--- config.mk ---
export PLATFORM = sky130hd
export DESIGN_NAME = imu_rate_cmd_regs
export DESIGN_NICKNAME = d
export VERILOG_FILES = /design/src/imu_regs_pkg.sv /design/src/sample_clock_gen.sv /design/src/imu_rate_cmd_regs.sv
export SDC_FILE = /design/constraint.sdc
export NUM_CORES = 2
export LEC_CHECK = 0
export ABC_AREA = 1
export BUFFER_PORTS_ARGS = -buffer_cell sky130_fd_sc_hd__buf_2
export CAP_MARGIN = 0
export CELL_PAD_IN_SITES_DETAIL_PLACEMENT = 2
export CELL_PAD_IN_SITES_GLOBAL_PLACEMENT = 2
export CORE_MARGIN = 10
export CORE_UTILIZATION = 32
export CTS_BUF_LIST = sky130_fd_sc_hd__clkbuf_16
export DETAILED_ROUTE_END_ITERATION = 6
export PLACE_DENSITY = 0.84
export SYNTH_ARGS = -nofsm -noshare
export SYNTH_HDL_FRONTEND = slang
export SYNTH_SLANG_ARGS = --single-unit
--- constraint.sdc ---
create_clock -name clk -period 7.8 [get_ports clk]
set_input_delay 0 -clock clk [delete_from_list [all_inputs] [get_ports clk]]
set_output_delay 0 -clock clk [all_outputs]
set_load 0.02 [all_outputs]
--- src/imu_regs_pkg.sv ---
// shared constants and types for the inertial sensor rate and command registers
package imu_regs_pkg;
   // clock and serial frame
   localparam int CLK_HZ = 40_000_000;
   localparam int FRAME_BITS = 16;
   localparam int WRITE_BIT = 15;

   // register offsets, byte addresses of the low byte
   localparam logic [6:0] ADDR_SYNC_MULT = 7'h62;
   localparam logic [6:0] ADDR_DECIM = 7'h64;
   localparam logic [6:0] ADDR_CMD = 7'h68;
   localparam logic [6:0] ADDR_CODE_VER = 7'h6C;
   localparam logic [6:0] ADDR_BUILD_DM = 7'h6E;

   // reset values and field limits
   localparam logic [15:0] SYNC_MULT_RST = 16'h07D0;
   localparam logic [15:0] DECIM_RST = 16'h0000;
   localparam int DECIM_W = 11;
   localparam logic [10:0] DECIM_MAX = 11'h7CF;

   // command and diagnostic bit positions
   localparam int CMD_BIT_RESET = 7;
   localparam int CMD_BIT_FLASH_TEST = 4;
   localparam int CMD_BIT_BACKUP = 3;
   localparam int CMD_BIT_SELF_TEST = 2;
   localparam int CMD_BIT_RESTORE = 1;
   localparam int DIAG_CRC_BIT = 6;
   localparam int DIAG_SELF_TEST_BIT = 5;
   localparam int DIAG_BACKUP_BIT = 2;

   // timing
   localparam int DEC_SETTLE_US = 30;
   localparam int DEC_SETTLE_CYC = DEC_SETTLE_US * (CLK_HZ / 1_000_000);
   localparam int INT_RATE_HZ = 2000;
   localparam int INT_TICK_CYC = CLK_HZ / INT_RATE_HZ;
   localparam int EXEC_CYC_DEF = 1000;

   // read-only contents, values arbitrary
   localparam logic [15:0] CODE_VERSION_DEF = 16'h0100;
   localparam logic [15:0] BUILD_DM_DEF = 16'h0101;

   // sample path
   localparam int CHANS = 6;
   localparam int SAMPLE_W = 16;
   localparam int SUM_W = SAMPLE_W + DECIM_W;
   localparam int PERIOD_W = 26;

   typedef enum logic [1:0] {
      SYNC_INTERNAL = 2'b00,
      SYNC_DIRECT = 2'b01,
      SYNC_SCALED = 2'b10,
      SYNC_OUTPUT = 2'b11
   } sync_mode_e;

   typedef enum logic [1:0] {
      CMD_IDLE = 2'b01,
      CMD_EXEC = 2'b10
   } cmd_state_e;

   typedef logic [SAMPLE_W-1:0] chan_t;
   typedef logic [SUM_W-1:0] sum_t;
   typedef struct packed {chan_t [CHANS-1:0] ch;} sample_s;
   typedef struct packed {sum_t [CHANS-1:0] ch;} delta_s;
   typedef struct packed {
      logic reset;
      logic flash_test;
      logic flash_backup;
      logic self_test;
      logic restore;
   } cmd_ops_s;
   typedef struct packed {
      logic [15:0] sync_mult;
      logic [15:0] decim;
   } backup_s;
endpackage

--- src/sample_clock_gen.sv ---
// sample tick generator for internal, direct sync and scaled sync clocking
`timescale 1ns/1ps
module sample_clock_gen #(
   parameter int INT_CYC = imu_regs_pkg::INT_TICK_CYC
) (
   input wire logic clk,
   input wire logic rst,
   input wire logic halt,
   input wire imu_regs_pkg::sync_mode_e mode,
   input wire logic [15:0] mult,
   input wire logic sync_i,
   output logic tick,
   output logic sync_o,
   output logic sync_oe
);
   import imu_regs_pkg::*;

   localparam int CNT_W = $clog2(INT_CYC);

   if (INT_CYC < 2) begin : g_bad_int
      $error("internal tick period must be at least two cycles");
   end

   logic [CNT_W-1:0] int_cnt_q;
   logic int_tick;
   logic sync_q;
   logic sync_rise;
   logic [PERIOD_W-1:0] per_cnt_q;
   logic [PERIOD_W-1:0] period_q;
   logic [PERIOD_W:0] acc_q;
   logic [PERIOD_W:0] sc_sum;
   logic sc_tick;

   // free running internal sample clock
   assign int_tick = int_cnt_q == CNT_W'(INT_CYC - 1);
   always_ff @(posedge clk) begin
      if (rst || int_tick) begin
         int_cnt_q <= '0;
      end else begin
         int_cnt_q <= int_cnt_q + 1'b1;
      end
   end

   // sync pin edge, only while the pin is an input
   assign sync_rise = mode != SYNC_OUTPUT && sync_i && !sync_q;
   always_ff @(posedge clk) begin
      if (rst) begin
         sync_q <= 1'b0;
      end else begin
         sync_q <= sync_i;
      end
   end

   // sync period measured in clock cycles, saturating
   always_ff @(posedge clk) begin
      if (rst) begin
         per_cnt_q <= '0;
         period_q <= '0;
      end else if (sync_rise) begin
         period_q <= (per_cnt_q == '1) ? per_cnt_q : per_cnt_q + 1'b1;
         per_cnt_q <= '0;
      end else if (per_cnt_q != '1) begin
         per_cnt_q <= per_cnt_q + 1'b1;
      end
   end

   assign sc_sum = acc_q + (PERIOD_W + 1)'(mult);
   assign sc_tick = period_q != '0 && sc_sum >= {1'b0, period_q};
   always_ff @(posedge clk) begin
      if (rst || sync_rise || period_q == '0) begin
         acc_q <= '0;
      end else if (sc_tick) begin
         acc_q <= sc_sum - {1'b0, period_q};
      end else begin
         acc_q <= sc_sum;
      end
   end

   // mode decode; direct mode one tick per edge
   always_comb begin
      case (mode)
         SYNC_INTERNAL: tick = int_tick;
         SYNC_DIRECT: tick = sync_rise;
         SYNC_SCALED: tick = sc_tick;
         SYNC_OUTPUT: tick = int_tick;
         default: tick = int_tick;
      endcase
      if (halt) begin
         tick = 1'b0;
      end
   end

   // sample indicator on the sync pin in output mode
   assign sync_oe = mode == SYNC_OUTPUT;
   always_ff @(posedge clk) begin
      if (rst) begin
         sync_o <= 1'b0;
      end else begin
         sync_o <= mode == SYNC_OUTPUT && int_tick && !halt;
      end
   end
endmodule

--- src/imu_rate_cmd_regs.sv ---
// serial register bank, command sequencer and decimating averager for the sensor
// Operation
// - multiplier defaults 0x07D0, readback after ready
// - decimation eleven bits, max 1999
// - decimation readback settles within 30 us
// - average and integrate over decimation window
// - internal rate 2000 over decimation plus one
// - scaled sync rate fsync times multiplier
// - direct sync treats multiplier as one
// - write-only command bits 7,4,3,2,1
// - writing one starts the operation
// - busy halts data, ready, serial port
// - software reset equals hardware reset
// - flash test mismatch sets diagnostic bit 6
// - backup outcome in diagnostic bit 2
// - self test result in diagnostic bit 5
// - restore returns decimation to its default; multiplier unchanged
// - read-only BCD code version
// - read-only BCD month and day
// - multiplier, decimation read/write, backed, defaulted
// - sync mode decode 00,01,10,11
`timescale 1ns/1ps
module imu_rate_cmd_regs #(
   parameter int INT_TICK_CYC = imu_regs_pkg::INT_TICK_CYC,
   parameter int RESET_CYC = imu_regs_pkg::EXEC_CYC_DEF,
   parameter int FLASH_TEST_CYC = imu_regs_pkg::EXEC_CYC_DEF,
   parameter int BACKUP_CYC = imu_regs_pkg::EXEC_CYC_DEF,
   parameter int SELF_TEST_CYC = imu_regs_pkg::EXEC_CYC_DEF,
   parameter int RESTORE_CYC = imu_regs_pkg::EXEC_CYC_DEF,
   parameter logic [15:0] CODE_VERSION = imu_regs_pkg::CODE_VERSION_DEF,
   parameter logic [15:0] BUILD_DAY_MONTH = imu_regs_pkg::BUILD_DM_DEF
) (
   input wire logic clk,
   input wire logic sys_rst,
   input wire logic spi_cs_n,
   input wire logic spi_sclk,
   input wire logic spi_din,
   output logic spi_dout,
   input wire imu_regs_pkg::sync_mode_e sync_mode,
   input wire logic sync_i,
   output logic sync_o,
   output logic sync_oe,
   output logic sample_tick,
   input wire imu_regs_pkg::sample_s sample_i,
   output imu_regs_pkg::sample_s avg_o,
   output imu_regs_pkg::delta_s delta_o,
   output logic sample_ready,
   output imu_regs_pkg::cmd_ops_s op_start,
   output logic op_busy,
   input wire logic crc_match,
   input wire logic backup_ok,
   input wire logic self_test_ok,
   output logic [15:0] diag_flags,
   output imu_regs_pkg::backup_s backup_image,
   output logic soft_reset
);
   import imu_regs_pkg::*;

   localparam int SETTLE_W = $clog2(DEC_SETTLE_CYC + 1);
   localparam int TIMER_W = 24;

   if (RESET_CYC < 1 || FLASH_TEST_CYC < 1 || BACKUP_CYC < 1 || SELF_TEST_CYC < 1 || RESTORE_CYC < 1 ||
       RESET_CYC >= 2**TIMER_W || FLASH_TEST_CYC >= 2**TIMER_W || BACKUP_CYC >= 2**TIMER_W ||
       SELF_TEST_CYC >= 2**TIMER_W || RESTORE_CYC >= 2**TIMER_W) begin : g_bad_exec
      $error("command execution counts out of range");
   end
   // every nibble must be a decimal digit
   for (genvar n = 0; n < 4; n++) begin : g_bcd
      if (CODE_VERSION[4*n +: 4] > 4'h9 || BUILD_DAY_MONTH[4*n +: 4] > 4'h9) begin : g_bad_bcd
         $error("read-only date or version is not BCD");
      end
   end

   logic soft_rst_q;
   logic rst_all;
   logic busy;
   logic tick;
   cmd_state_e st_q;
   cmd_ops_s pend_q;
   cmd_ops_s cur_q;
   cmd_ops_s new_ops;
   logic [TIMER_W-1:0] timer_q;
   logic exec_done;
   logic restore_done;
   logic sclk_q;
   logic cs_n_q;
   logic [3:0] bit_cnt_q;
   logic [14:0] rx_sh_q;
   logic [15:0] tx_sh_q;
   logic [15:0] tx_word_q;
   logic [15:0] frame;
   logic [15:0] rd_data;
   logic sclk_rise;
   logic sclk_fall;
   logic cs_fall;
   logic frame_ok;
   logic wr_en;
   logic [6:0] addr;
   logic [7:0] wdata;
   logic cmd_trig;
   logic dec_wr;
   logic [15:0] mult_pend_q;
   logic [15:0] mult_eff_q;
   logic [10:0] dec_pend_q;
   logic [10:0] dec_eff_q;
   logic [10:0] dec_clamp;
   logic [SETTLE_W-1:0] settle_cnt_q;
   logic [7:0] cmd_lo_q;
   logic [15:0] diag_q;
   logic [10:0] cnt_q;
   logic dec_strobe;
   logic [SUM_W-1:0] acc_q [CHANS];
   logic [SUM_W-1:0] tot [CHANS];
   logic [SUM_W-1:0] num_q [CHANS];
   logic [12:0] rem_q [CHANS];
   logic [12:0] rem_n [CHANS];
   logic [CHANS-1:0] fit;
   logic [CHANS-1:0] neg_q;
   logic [4:0] div_cnt_q;
   logic div_run_q;
   logic fin_q;
   logic [12:0] divisor_q;

   function automatic cmd_ops_s pick_op(input cmd_ops_s p);
      cmd_ops_s r;
      r = '0;
      if (p.reset) r.reset = 1'b1;
      else if (p.flash_test) r.flash_test = 1'b1;
      else if (p.flash_backup) r.flash_backup = 1'b1;
      else if (p.self_test) r.self_test = 1'b1;
      else if (p.restore) r.restore = 1'b1;
      return r;
   endfunction

   function automatic logic [TIMER_W-1:0] exec_cyc(input cmd_ops_s op);
      if (op.reset) return TIMER_W'(RESET_CYC);
      if (op.flash_test) return TIMER_W'(FLASH_TEST_CYC);
      if (op.flash_backup) return TIMER_W'(BACKUP_CYC);
      if (op.self_test) return TIMER_W'(SELF_TEST_CYC);
      return TIMER_W'(RESTORE_CYC);
   endfunction

   // software reset acts like the reset pin
   always_ff @(posedge clk) begin
      if (sys_rst) begin
         soft_rst_q <= 1'b0;
      end else begin
         soft_rst_q <= exec_done && cur_q.reset;
      end
   end
   assign rst_all = sys_rst || soft_rst_q;
   assign soft_reset = soft_rst_q;
   assign busy = st_q != CMD_IDLE || pend_q != '0;
   assign op_busy = busy;

   // serial frame edges, pins taken as synchronous
   assign sclk_rise = spi_sclk && !sclk_q && !spi_cs_n;
   assign sclk_fall = !spi_sclk && sclk_q && !spi_cs_n;
   assign cs_fall = cs_n_q && !spi_cs_n;
   assign frame = {rx_sh_q, spi_din};
   // frames dropped while a command runs
   assign frame_ok = sclk_rise && bit_cnt_q == 4'hF && !busy;
   assign wr_en = frame_ok && frame[WRITE_BIT];
   assign addr = frame[14:8];
   assign wdata = frame[7:0];
   // high byte write fires the latched bits
   assign cmd_trig = wr_en && addr[6:1] == ADDR_CMD[6:1] && addr[0];
   assign dec_wr = wr_en && addr[6:1] == ADDR_DECIM[6:1];
   assign spi_dout = tx_sh_q[15];

   // shift registers, mode 3 timing
   always_ff @(posedge clk) begin
      if (rst_all) begin
         sclk_q <= 1'b1;
         cs_n_q <= 1'b1;
         bit_cnt_q <= '0;
         rx_sh_q <= '0;
         tx_sh_q <= '0;
      end else begin
         sclk_q <= spi_sclk;
         cs_n_q <= spi_cs_n;
         if (cs_fall) begin
            bit_cnt_q <= '0;
            tx_sh_q <= busy ? 16'h0000 : tx_word_q;
         end else begin
            if (sclk_rise) begin
               rx_sh_q <= frame[14:0];
               bit_cnt_q <= bit_cnt_q + 4'h1;
            end
            if (sclk_fall && bit_cnt_q != 4'h0) begin
               tx_sh_q <= {tx_sh_q[14:0], 1'b0};
            end
         end
      end
   end

   // readback mux; command reads as zero
   always_comb begin
      case ({addr[6:1], 1'b0})
         ADDR_SYNC_MULT: rd_data = mult_eff_q;
         ADDR_DECIM: rd_data = {5'h00, dec_eff_q};
         ADDR_CODE_VER: rd_data = CODE_VERSION;
         ADDR_BUILD_DM: rd_data = BUILD_DAY_MONTH;
         default: rd_data = 16'h0000;
      endcase
   end

   // read request answered in the next frame
   always_ff @(posedge clk) begin
      if (rst_all) begin
         tx_word_q <= '0;
      end else if (frame_ok && !frame[WRITE_BIT]) begin
         tx_word_q <= rd_data;
      end
   end

   always_ff @(posedge clk) begin
      if (rst_all) begin
         mult_pend_q <= SYNC_MULT_RST;
         mult_eff_q <= SYNC_MULT_RST;
      end else begin
         if (wr_en && addr[6:1] == ADDR_SYNC_MULT[6:1] && !addr[0]) mult_pend_q[7:0] <= wdata;
         if (wr_en && addr[6:1] == ADDR_SYNC_MULT[6:1] && addr[0]) mult_pend_q[15:8] <= wdata;
         if (sample_ready) mult_eff_q <= mult_pend_q;
      end
   end

   // clamp to the largest legal setting
   assign dec_clamp = (dec_pend_q > DECIM_MAX) ? DECIM_MAX : dec_pend_q;

   always_ff @(posedge clk) begin
      if (rst_all || restore_done) begin
         dec_pend_q <= DECIM_RST[10:0];
         dec_eff_q <= DECIM_RST[10:0];
         settle_cnt_q <= '0;
      end else if (dec_wr) begin
         if (addr[0]) dec_pend_q[10:8] <= wdata[2:0];
         else dec_pend_q[7:0] <= wdata;
         settle_cnt_q <= SETTLE_W'(DEC_SETTLE_CYC);
      end else if (settle_cnt_q != '0) begin
         settle_cnt_q <= settle_cnt_q - 1'b1;
         if (settle_cnt_q == SETTLE_W'(1)) dec_eff_q <= dec_clamp;
      end
   end
   assign backup_image = '{sync_mult: mult_pend_q, decim: {5'h00, dec_eff_q}};

   always_comb begin
      new_ops.reset = cmd_lo_q[CMD_BIT_RESET];
      new_ops.flash_test = cmd_lo_q[CMD_BIT_FLASH_TEST];
      new_ops.flash_backup = cmd_lo_q[CMD_BIT_BACKUP];
      new_ops.self_test = cmd_lo_q[CMD_BIT_SELF_TEST];
      new_ops.restore = cmd_lo_q[CMD_BIT_RESTORE];
   end
   assign exec_done = st_q == CMD_EXEC && timer_q == TIMER_W'(1);
   assign restore_done = exec_done && cur_q.restore;

   // command sequencer, one operation at a time
   always_ff @(posedge clk) begin
      if (rst_all) begin
         st_q <= CMD_IDLE;
         pend_q <= '0;
         cur_q <= '0;
         op_start <= '0;
         timer_q <= '0;
         cmd_lo_q <= '0;
      end else begin
         op_start <= '0;
         if (wr_en && addr == ADDR_CMD) cmd_lo_q <= wdata;
         if (cmd_trig) begin
            pend_q <= new_ops;
            cmd_lo_q <= '0;
         end
         case (st_q)
            CMD_IDLE: begin
               if (pend_q != '0) begin
                  cur_q <= pick_op(pend_q);
                  op_start <= pick_op(pend_q);
                  pend_q <= cmd_ops_s'(pend_q & ~pick_op(pend_q));
                  timer_q <= exec_cyc(pick_op(pend_q));
                  st_q <= CMD_EXEC;
               end
            end
            CMD_EXEC: begin
               if (exec_done) st_q <= CMD_IDLE;
               else timer_q <= timer_q - 1'b1;
            end
            default: st_q <= CMD_IDLE;
         endcase
      end
   end

   // outcome of flash and sensor tests
   always_ff @(posedge clk) begin
      if (rst_all) begin
         diag_q <= '0;
      end else if (exec_done) begin
         if (cur_q.flash_test) diag_q[DIAG_CRC_BIT] <= !crc_match;
         if (cur_q.flash_backup) diag_q[DIAG_BACKUP_BIT] <= !backup_ok;
         if (cur_q.self_test) diag_q[DIAG_SELF_TEST_BIT] <= !self_test_ok;
      end
   end
   assign diag_flags = diag_q;

   sample_clock_gen #(.INT_CYC(INT_TICK_CYC)) u_clock (
      .clk(clk),
      .rst(rst_all),
      .halt(busy),
      .mode(sync_mode),
      .mult(mult_eff_q),
      .sync_i(sync_i),
      .tick(tick),
      .sync_o(sync_o),
      .sync_oe(sync_oe)
   );
   assign sample_tick = tick;

   // window sums and divider step
   always_comb begin
      for (int i = 0; i < CHANS; i++) begin
         tot[i] = acc_q[i] + SUM_W'($signed(sample_i.ch[i]));
         rem_n[i] = {rem_q[i][11:0], num_q[i][SUM_W-1]};
         fit[i] = rem_n[i] >= divisor_q;
      end
   end
   // one output per decimation setting plus one ticks
   assign dec_strobe = tick && cnt_q >= dec_eff_q;

   // accumulate, then divide by the window length
   always_ff @(posedge clk) begin
      if (rst_all) begin
         for (int i = 0; i < CHANS; i++) begin
            acc_q[i] <= '0;
            num_q[i] <= '0;
            rem_q[i] <= '0;
         end
         cnt_q <= '0;
         neg_q <= '0;
         div_cnt_q <= '0;
         div_run_q <= 1'b0;
         divisor_q <= 13'h0001;
         delta_o <= '0;
      end else begin
         if (tick) begin
            cnt_q <= dec_strobe ? 11'h000 : cnt_q + 11'h001;
            for (int i = 0; i < CHANS; i++) acc_q[i] <= dec_strobe ? '0 : tot[i];
         end
         if (dec_strobe) begin
            for (int i = 0; i < CHANS; i++) begin
               delta_o.ch[i] <= tot[i];
               num_q[i] <= tot[i][SUM_W-1] ? SUM_W'(-tot[i]) : tot[i];
               neg_q[i] <= tot[i][SUM_W-1];
               rem_q[i] <= '0;
            end
            divisor_q <= {2'b00, dec_eff_q} + 13'h0001;
            div_cnt_q <= 5'(SUM_W);
            div_run_q <= 1'b1;
         end else if (div_run_q) begin
            for (int i = 0; i < CHANS; i++) begin
               rem_q[i] <= fit[i] ? rem_n[i] - divisor_q : rem_n[i];
               num_q[i] <= {num_q[i][SUM_W-2:0], fit[i]};
            end
            div_cnt_q <= div_cnt_q - 5'h01;
            if (div_cnt_q == 5'h01) div_run_q <= 1'b0;
         end
      end
   end

   // averaged sample and ready pulse, no ready pulse while busy
   always_ff @(posedge clk) begin
      if (rst_all) begin
         fin_q <= 1'b0;
         sample_ready <= 1'b0;
         avg_o <= '0;
      end else begin
         fin_q <= div_run_q && div_cnt_q == 5'h01 && !dec_strobe;
         sample_ready <= fin_q && !busy;
         if (fin_q) begin
            for (int i = 0; i < CHANS; i++) avg_o.ch[i] <= neg_q[i] ? -num_q[i][15:0] : num_q[i][15:0];
         end
      end
   end
endmodule

### Yosys cells after proc, flatten, opt, wreduce, memory -nomap -nowiden

Memories as Yosys holds them, arrays and structs flattened.
Index checks and enable logic that the tools add are counted.
W data, S select, Z words.

| operators by class | value |
|---|---|
| add/sub/neg operators | 34 |
| magnitude comparators | 9 |
| equality and inequality tests | 23 |
| multiplexer cells | 137 |
| bitwise logic cells | 37 |
| reductions and logical operators | 73 |

Operators with widths:

| kind | number |
|---|---|
| $mux W27 | 31 |
| $mux W24 | 10 |
| $mux W13 | 18 |
| $add A27 B27 Y27 | 6 |
| $neg A27 Y27 | 6 |
| $mux W16 | 9 |
| $neg A16 Y16 | 6 |
| $ge A13 B13 Y1 | 6 |
| $sub A13 B13 Y13 | 6 |
| $pmux W16 S4 | 1 |
| $pmux W24 S2 | 1 |
| $mux W1 | 47 |
| $mux W11 | 4 |
| $eq A6 B6 Y1 const B | 5 |
| $or A1 B1 Y1 | 30 |
| $logic_and A1 B1 Y1 | 29 |
| $add A27 B16 Y27 | 1 |
| $ge A27 B26 Y1 | 1 |
| $sub A27 B26 Y27 | 1 |
| $add A26 B1 Y26 const B | 1 |
| $eq A26 B26 Y1 const B | 1 |
| $logic_not A26 Y1 | 1 |
| $mux W26 | 1 |
| $ne A26 B26 Y1 const B | 1 |
| other kinds (40) | 90 |

| word-level totals | value |
|---|---|
| flip-flop bits (word level) | 563 |
| RAM bits | 402 |
| output and inout bits | 318 |
| word-level logic and storage cells | 378 |
| memories kept | 3 |

Memory list:

| memory | words | width | read ports | clocked after Yosys merged registers in | wr ports | line | text |
|---|---|---|---|---|---|---|---|
| acc_q | 6 | 27 | 6 | 0 | 6 | imu_rate_cmd_regs.sv:112 | `logic [SUM_W-1:0] acc_q [CHANS];` |
| num_q | 6 | 27 | 6 | 0 | 6 | imu_rate_cmd_regs.sv:114 | `logic [SUM_W-1:0] num_q [CHANS];` |
| rem_q | 6 | 13 | 6 | 0 | 6 | imu_rate_cmd_regs.sv:115 | `logic [12:0] rem_q [CHANS];` |

### Longest topological paths before layout

| depth | value |
|---|---|
| word-level depth | 30 |
| depth in mapped cells | 29 |
| mapped depth without buffers | 28 |

### By module

From an unflattened synthesis, not the netlist that was laid out.

| second synthesis, totals | value |
|---|---|
| cell total of the unflattened synthesis | 8382 |
| area total of the unflattened synthesis | 59802.4 um2 |

Modules (own cells, without submodules):

| module | times used | cells an instance | area each (um2) | seq. area each (um2) |
|---|---|---|---|---|
| imu_rate_cmd_regs | 1 | 7232 | 52574.2 | 21040.2 |
| sample_clock_gen | 1 | 1150 | 7228.2 | 1921.8 |

### Least setup slack after synthesis

No wires, ideal clock.

| path | value |
|---|---|
| path type | register to register |
| start | register mult_eff_q[2] |
| end | memory num_q[0][0] in the netlist's numbering, enable pin |
| setup time | 564 ps |
| data arrival time | 7797 ps |
| setup slack | -561 ps |
| cell stages (with the launch flop) | 27 |
| cell sequence | dfxtp_1 > ha_1 > a21oi_1 > nand2_1 > a21oi_1 > o21ai_0 > a31o_2 > nand3_1 > nand2_1 > xor2_1 > ha_1 > nand2_1 > nor2_1 > inv_2 > nor3_1 > nand2_1 > nand3_2 > nand2_2 > nand4_2 > nand3_2 > nand2_4 > nand3_4 > nand2_2 > inv_2 > buf_4 > buf_4 > nand2_1 |

RTL lines:

| what | line | text |
|---|---|---|
| from (decl) | imu_rate_cmd_regs.sv:103 | `logic [15:0] mult_eff_q;` |
| from (signal assigned) | imu_rate_cmd_regs.sv:224 | `if (sample_ready) mult_eff_q <= mult_pend_q;` |
| to (decl) | imu_rate_cmd_regs.sv:114 |  |

==> reports/qor.csv <==
stage;metric;value;unit
final_layout;final_util;37.0;%
synthesis;synthArstFlopShare;0;%
power;power_switching;6550;uW
critical_path;cp.required;8.30;ns
critical_path;crit_top_cell;nand2_1;
critical_path;cp_slowest_stage_delay;0.65;ns
global_routing;met2_usage;43.4;%
clocking;cts_resized;0;
sta;setup_violations;0;
critical_path;slowest_stage;buf_4;
sta;fin_crit;6.47;ns
sta;skew;0.0551;ns
sta;slew_headroom;12.8;%
final_layout;final_common_cell;nand2_1;
power;power_frac_comb;31.4;%
routing;drt_first_pass_iters;5;
min_path;holdPathEnd;delta_o[6]$_SDFFE_PP0P_;
critical_path;path_buf_inv;2;
clocking;clock-sinks;949;
floorplanning;start_util;32.3;%
min_path;hold_path.startpoint;sample_i[6];
synthesis;yosys_warnings;0;
routing;vias;59600;
critical_path;crit_path_max_fanout;61;
synthesis;yosysSeqAreaShare;38.8;%
place;gp_congestion;0.883;
min_path;hold_depth;4;
synthesis;synthCells;8286;
floorplanning;rows;157;
critical_path;critPathLaunchType;flop;
place;port_buffers;406;
routing;wl;258;mm
routing;drt_iter0_drc;3045;
global_routing;use_met1;28.7;%
synthesis;avgSynthCellArea;7.14;sq um
final_layout;drive_above_1_share;7.84;%
global_routing;top_usage_layer;met2;
routing;drc;0;
critical_path;end_kind;flop;
synthesis;syn_area;59200;sq um
floorplanning;die_h;450;um
power;p_int;10100;uW
sta;rsz0062_at_grt;no;
power;powerDensity;246;nW/um^2
power;p_seq_share;36.2;%
global_routing;met3_usage;2.68;%
clocking;worstSkewPairLatency;0.79;ns
sta;whs;0.0433;ns
global_routing;grt_pass1_wl;399;mm
sta;worstMarginPinSlew;1.30;ns
place;dpl_worst_slack;1.45;ns
clocking;cts_tree;done;
floorplanning;core;183000;sq um
global_routing;grt_max_degree;197;
critical_path;cp_data_arrival_time;6.97;ns
sta;post-route-period-util;83.0;%
synthesis;synth.distinct_cells;63;
synthesis;ys_seq_elements;949;
power;ir_worst_vdd;179;uV
routing;drt-wirelength-per-cell;23.0;um
floorplanning;die_area;203000;sq um
critical_path;r2r-end;acc_q[1][7]$_SDFFCE_PP0P_;
final_layout;mostFrequentLayoutCells;nand2_1 (2,246), inv_1 (1,116), nor2_1 (857);
place;dp_hpwl;192;mm
power;p_leak;0.0319;uW
critical_path;rr_startpoint;mult_eff_q[5]$_SDFFE_PP0P_;
clocking;root_buffer;clkbuf_16;
synthesis;synth.area.top_cells;edfxtp_1 (20%), dfxtp_1 (19%), nand2_1 (14%);
global_routing;grt_remaining_overflow;0;
final_layout;synthToLayoutAreaGrowth;14.5;%
power;clockPowerShare;32.4;%
min_path;worst_hold_path_type;in -> reg;
clocking;clockBufferDepth;3;
critical_path;reg2reg_slack;1.33;ns
floorplanning;die_w;450;um
global_routing;grt_pass1_vias;66200;
routing;ant_nets;0;
synthesis;synth_edf_count;396;
critical_path;worstRegToRegCells;23;
sta;slew_viol_final;0;
floorplanning;ios;425;
run_status;outcome;completed;
global_routing;antenna_found_initial;6;
synthesis;synth_top_cell_area_share;20.1;%
clocking;path_clk_slew;0.07;ns
synthesis;synth_top_area_cell;edfxtp_1;
final_layout;nNetsFinal;9091;
clocking;cts_max_level;3;
clocking;numCtsBuffers;114;
sta;hold_viol;0;
critical_path;path_class;reg -> reg;
sta;timing.final.ws_setup;1.33;ns
flow_run;cap_violations;0;
critical_path;path_delay_family;simple AND/OR/NAND/NOR gates;
routing;avgViaCountPerCell;5.31;
sta;setup_tns;0;ns
synthesis;ys.flop_type;dfxtp_1;
critical_path;worstPathCellList;ha_1, nand2_1, nor2_1, nand3_1, nand3_2, a21oi_1, o21bai_1, nand2_1, nor4_1, xor2_1, ha_1, nand2_1, nor4_1, a21oi_1, nand4_2, nand3_2, nand2_4, nand3_4, nand2_2, inv_6, nand2_8, buf_4, nor2_1;
sta;max_freq;154;MHz
global_routing;grt_usage;24.5;%
clocking;postCtsSetupBuffers;0;
power;netSwitchingFraction;39.3;%
## metrics by stage
stage,std cells,total power (uW),area (sq um)
floorplan,8303,9400,59300
global placement,11000,10900,63600
detailed placement,11000,11200,63600
CTS,11200,16700,67800
global route,11200,17600,67800
finish,11200,16700,67800
## kinds of logic (layout without fill, tap and decap cells)
logic type | Yosys count | after routing | synth area share [%]
other | 1 | 22 | 0.00633
AO/OA/AOI/OAI | 1298 | 1298 | 12.1
flip-flops | 949 | 949 | 38.8
buffers and inverters | 1344 | 1802 | 8.94
adder cells (fa/ha/maj) | 322 | 322 | 6.98
AND/OR/NAND/NOR | 4095 | 4095 | 29.0
XOR/XNOR | 277 | 277 | 4.16
## how the worst max path moves through the flow
stage / cells past startpoint / startpoint / endpoint
global placement: 24 / mult_eff_q[8]$_SDFFE_PP1P_ / num_q[4][2]$_SDFFCE_PN0P_
CTS: 25 / mult_eff_q[5]$_SDFFE_PP0P_ / acc_q[0][6]$_SDFFCE_PP0P_
detailed placement: 25 / mult_eff_q[5]$_SDFFE_PP0P_ / acc_q[1][7]$_SDFFCE_PP0P_
global route: 27 / mult_eff_q[5]$_SDFFE_PP0P_ / acc_q[1][7]$_SDFFCE_PP0P_
finish: 23 / mult_eff_q[5]$_SDFFE_PP0P_ / acc_q[1][7]$_SDFFCE_PP0P_
floorplan: 23 / mult_eff_q[2]$_SDFFE_PP0P_ / acc_q[0][0]$_SDFFCE_PP0P_
## cell type report
cell class / count / area [sq um]
Tap cell: 2464 / 3080
Sequential cell: 949 / 23000
Multi-Input combinational cell: 6010 / 31100
Fill cell: 21700 / 116000
Clock buffer: 120 / 3000
Timing Repair Buffer: 484 / 2830
Inverter: 1103 / 4150
Antenna cell: 4 / 10.0
Clock inverter: 95 / 688
## state kept, by name, indices dropped and copies added (netlist names), 11 cells and up
signal / count
mult_pend_q: 16
settle_cnt_q: 11
tx_sh_q: 16
dec_eff_q: 11
dec_pend_q: 11
divisor_q: 12
u_clock.per_cnt_q: 26
acc_q: 162
rem_q: 72
num_q: 162
delta_o: 157
mult_eff_q: 16
rx_sh_q: 15
timer_q: 24
cnt_q: 11
u_clock.acc_q: 27
u_clock.int_cnt_q: 15
u_clock.period_q: 26
tx_word_q: 16
avg_o: 96
## power by group through the flow
stage | registers [uW] | clock network [uW] | logic [uW]
floorplan | 6130 | 0 | 3270
global placement | 6080 | 0 | 4850
detailed placement | 6110 | 0 | 5110
CTS | 6010 | 5490 | 5210
global route | 6060 | 5720 | 5810
finish | 6020 | 5400 | 5230
## metal layers
| layer | wire (um) | vias up | part of all wire, % |
|---|---|---|---|
| met5 | 7 | - | 0.0027 |
| met4 | 16300 | 2 | 6.3 |
| met2 | 127000 | 1058 | 49 |
| met3 | 7880 | 517 | 3.1 |
| li1 | - | 28000 | - |
| met1 | 107000 | 30000 | 41 |
## synthesized netlist by cell type (all sizes together) (38+ instances only)
cell	instances
nand2	2258
nand3b	40
buf	121
xnor2	82
clkbuf	120
nor2	869
xor2	195
ha	308
o22ai	48
edfxtp	396
inv	1091
o21ai	569
o221ai	51
nor3	171
o211ai	38
dfxtp	553
a21oi	467
nand3	475
nand4	194
## timing repair
action | in CTS | in global routing
setup endpoints to repair | 0 | 0
hold endpoints to repair | 147 | 0
hold buffers | 46 | 0
## tightest hold or removal path: stages
cell,delay (ns)
buf_2,0.09
ha_1,0.27
xnor2_2,0.25
o21ai_0,0.14
Note: power is estimated with default switching activity, not from simulation.
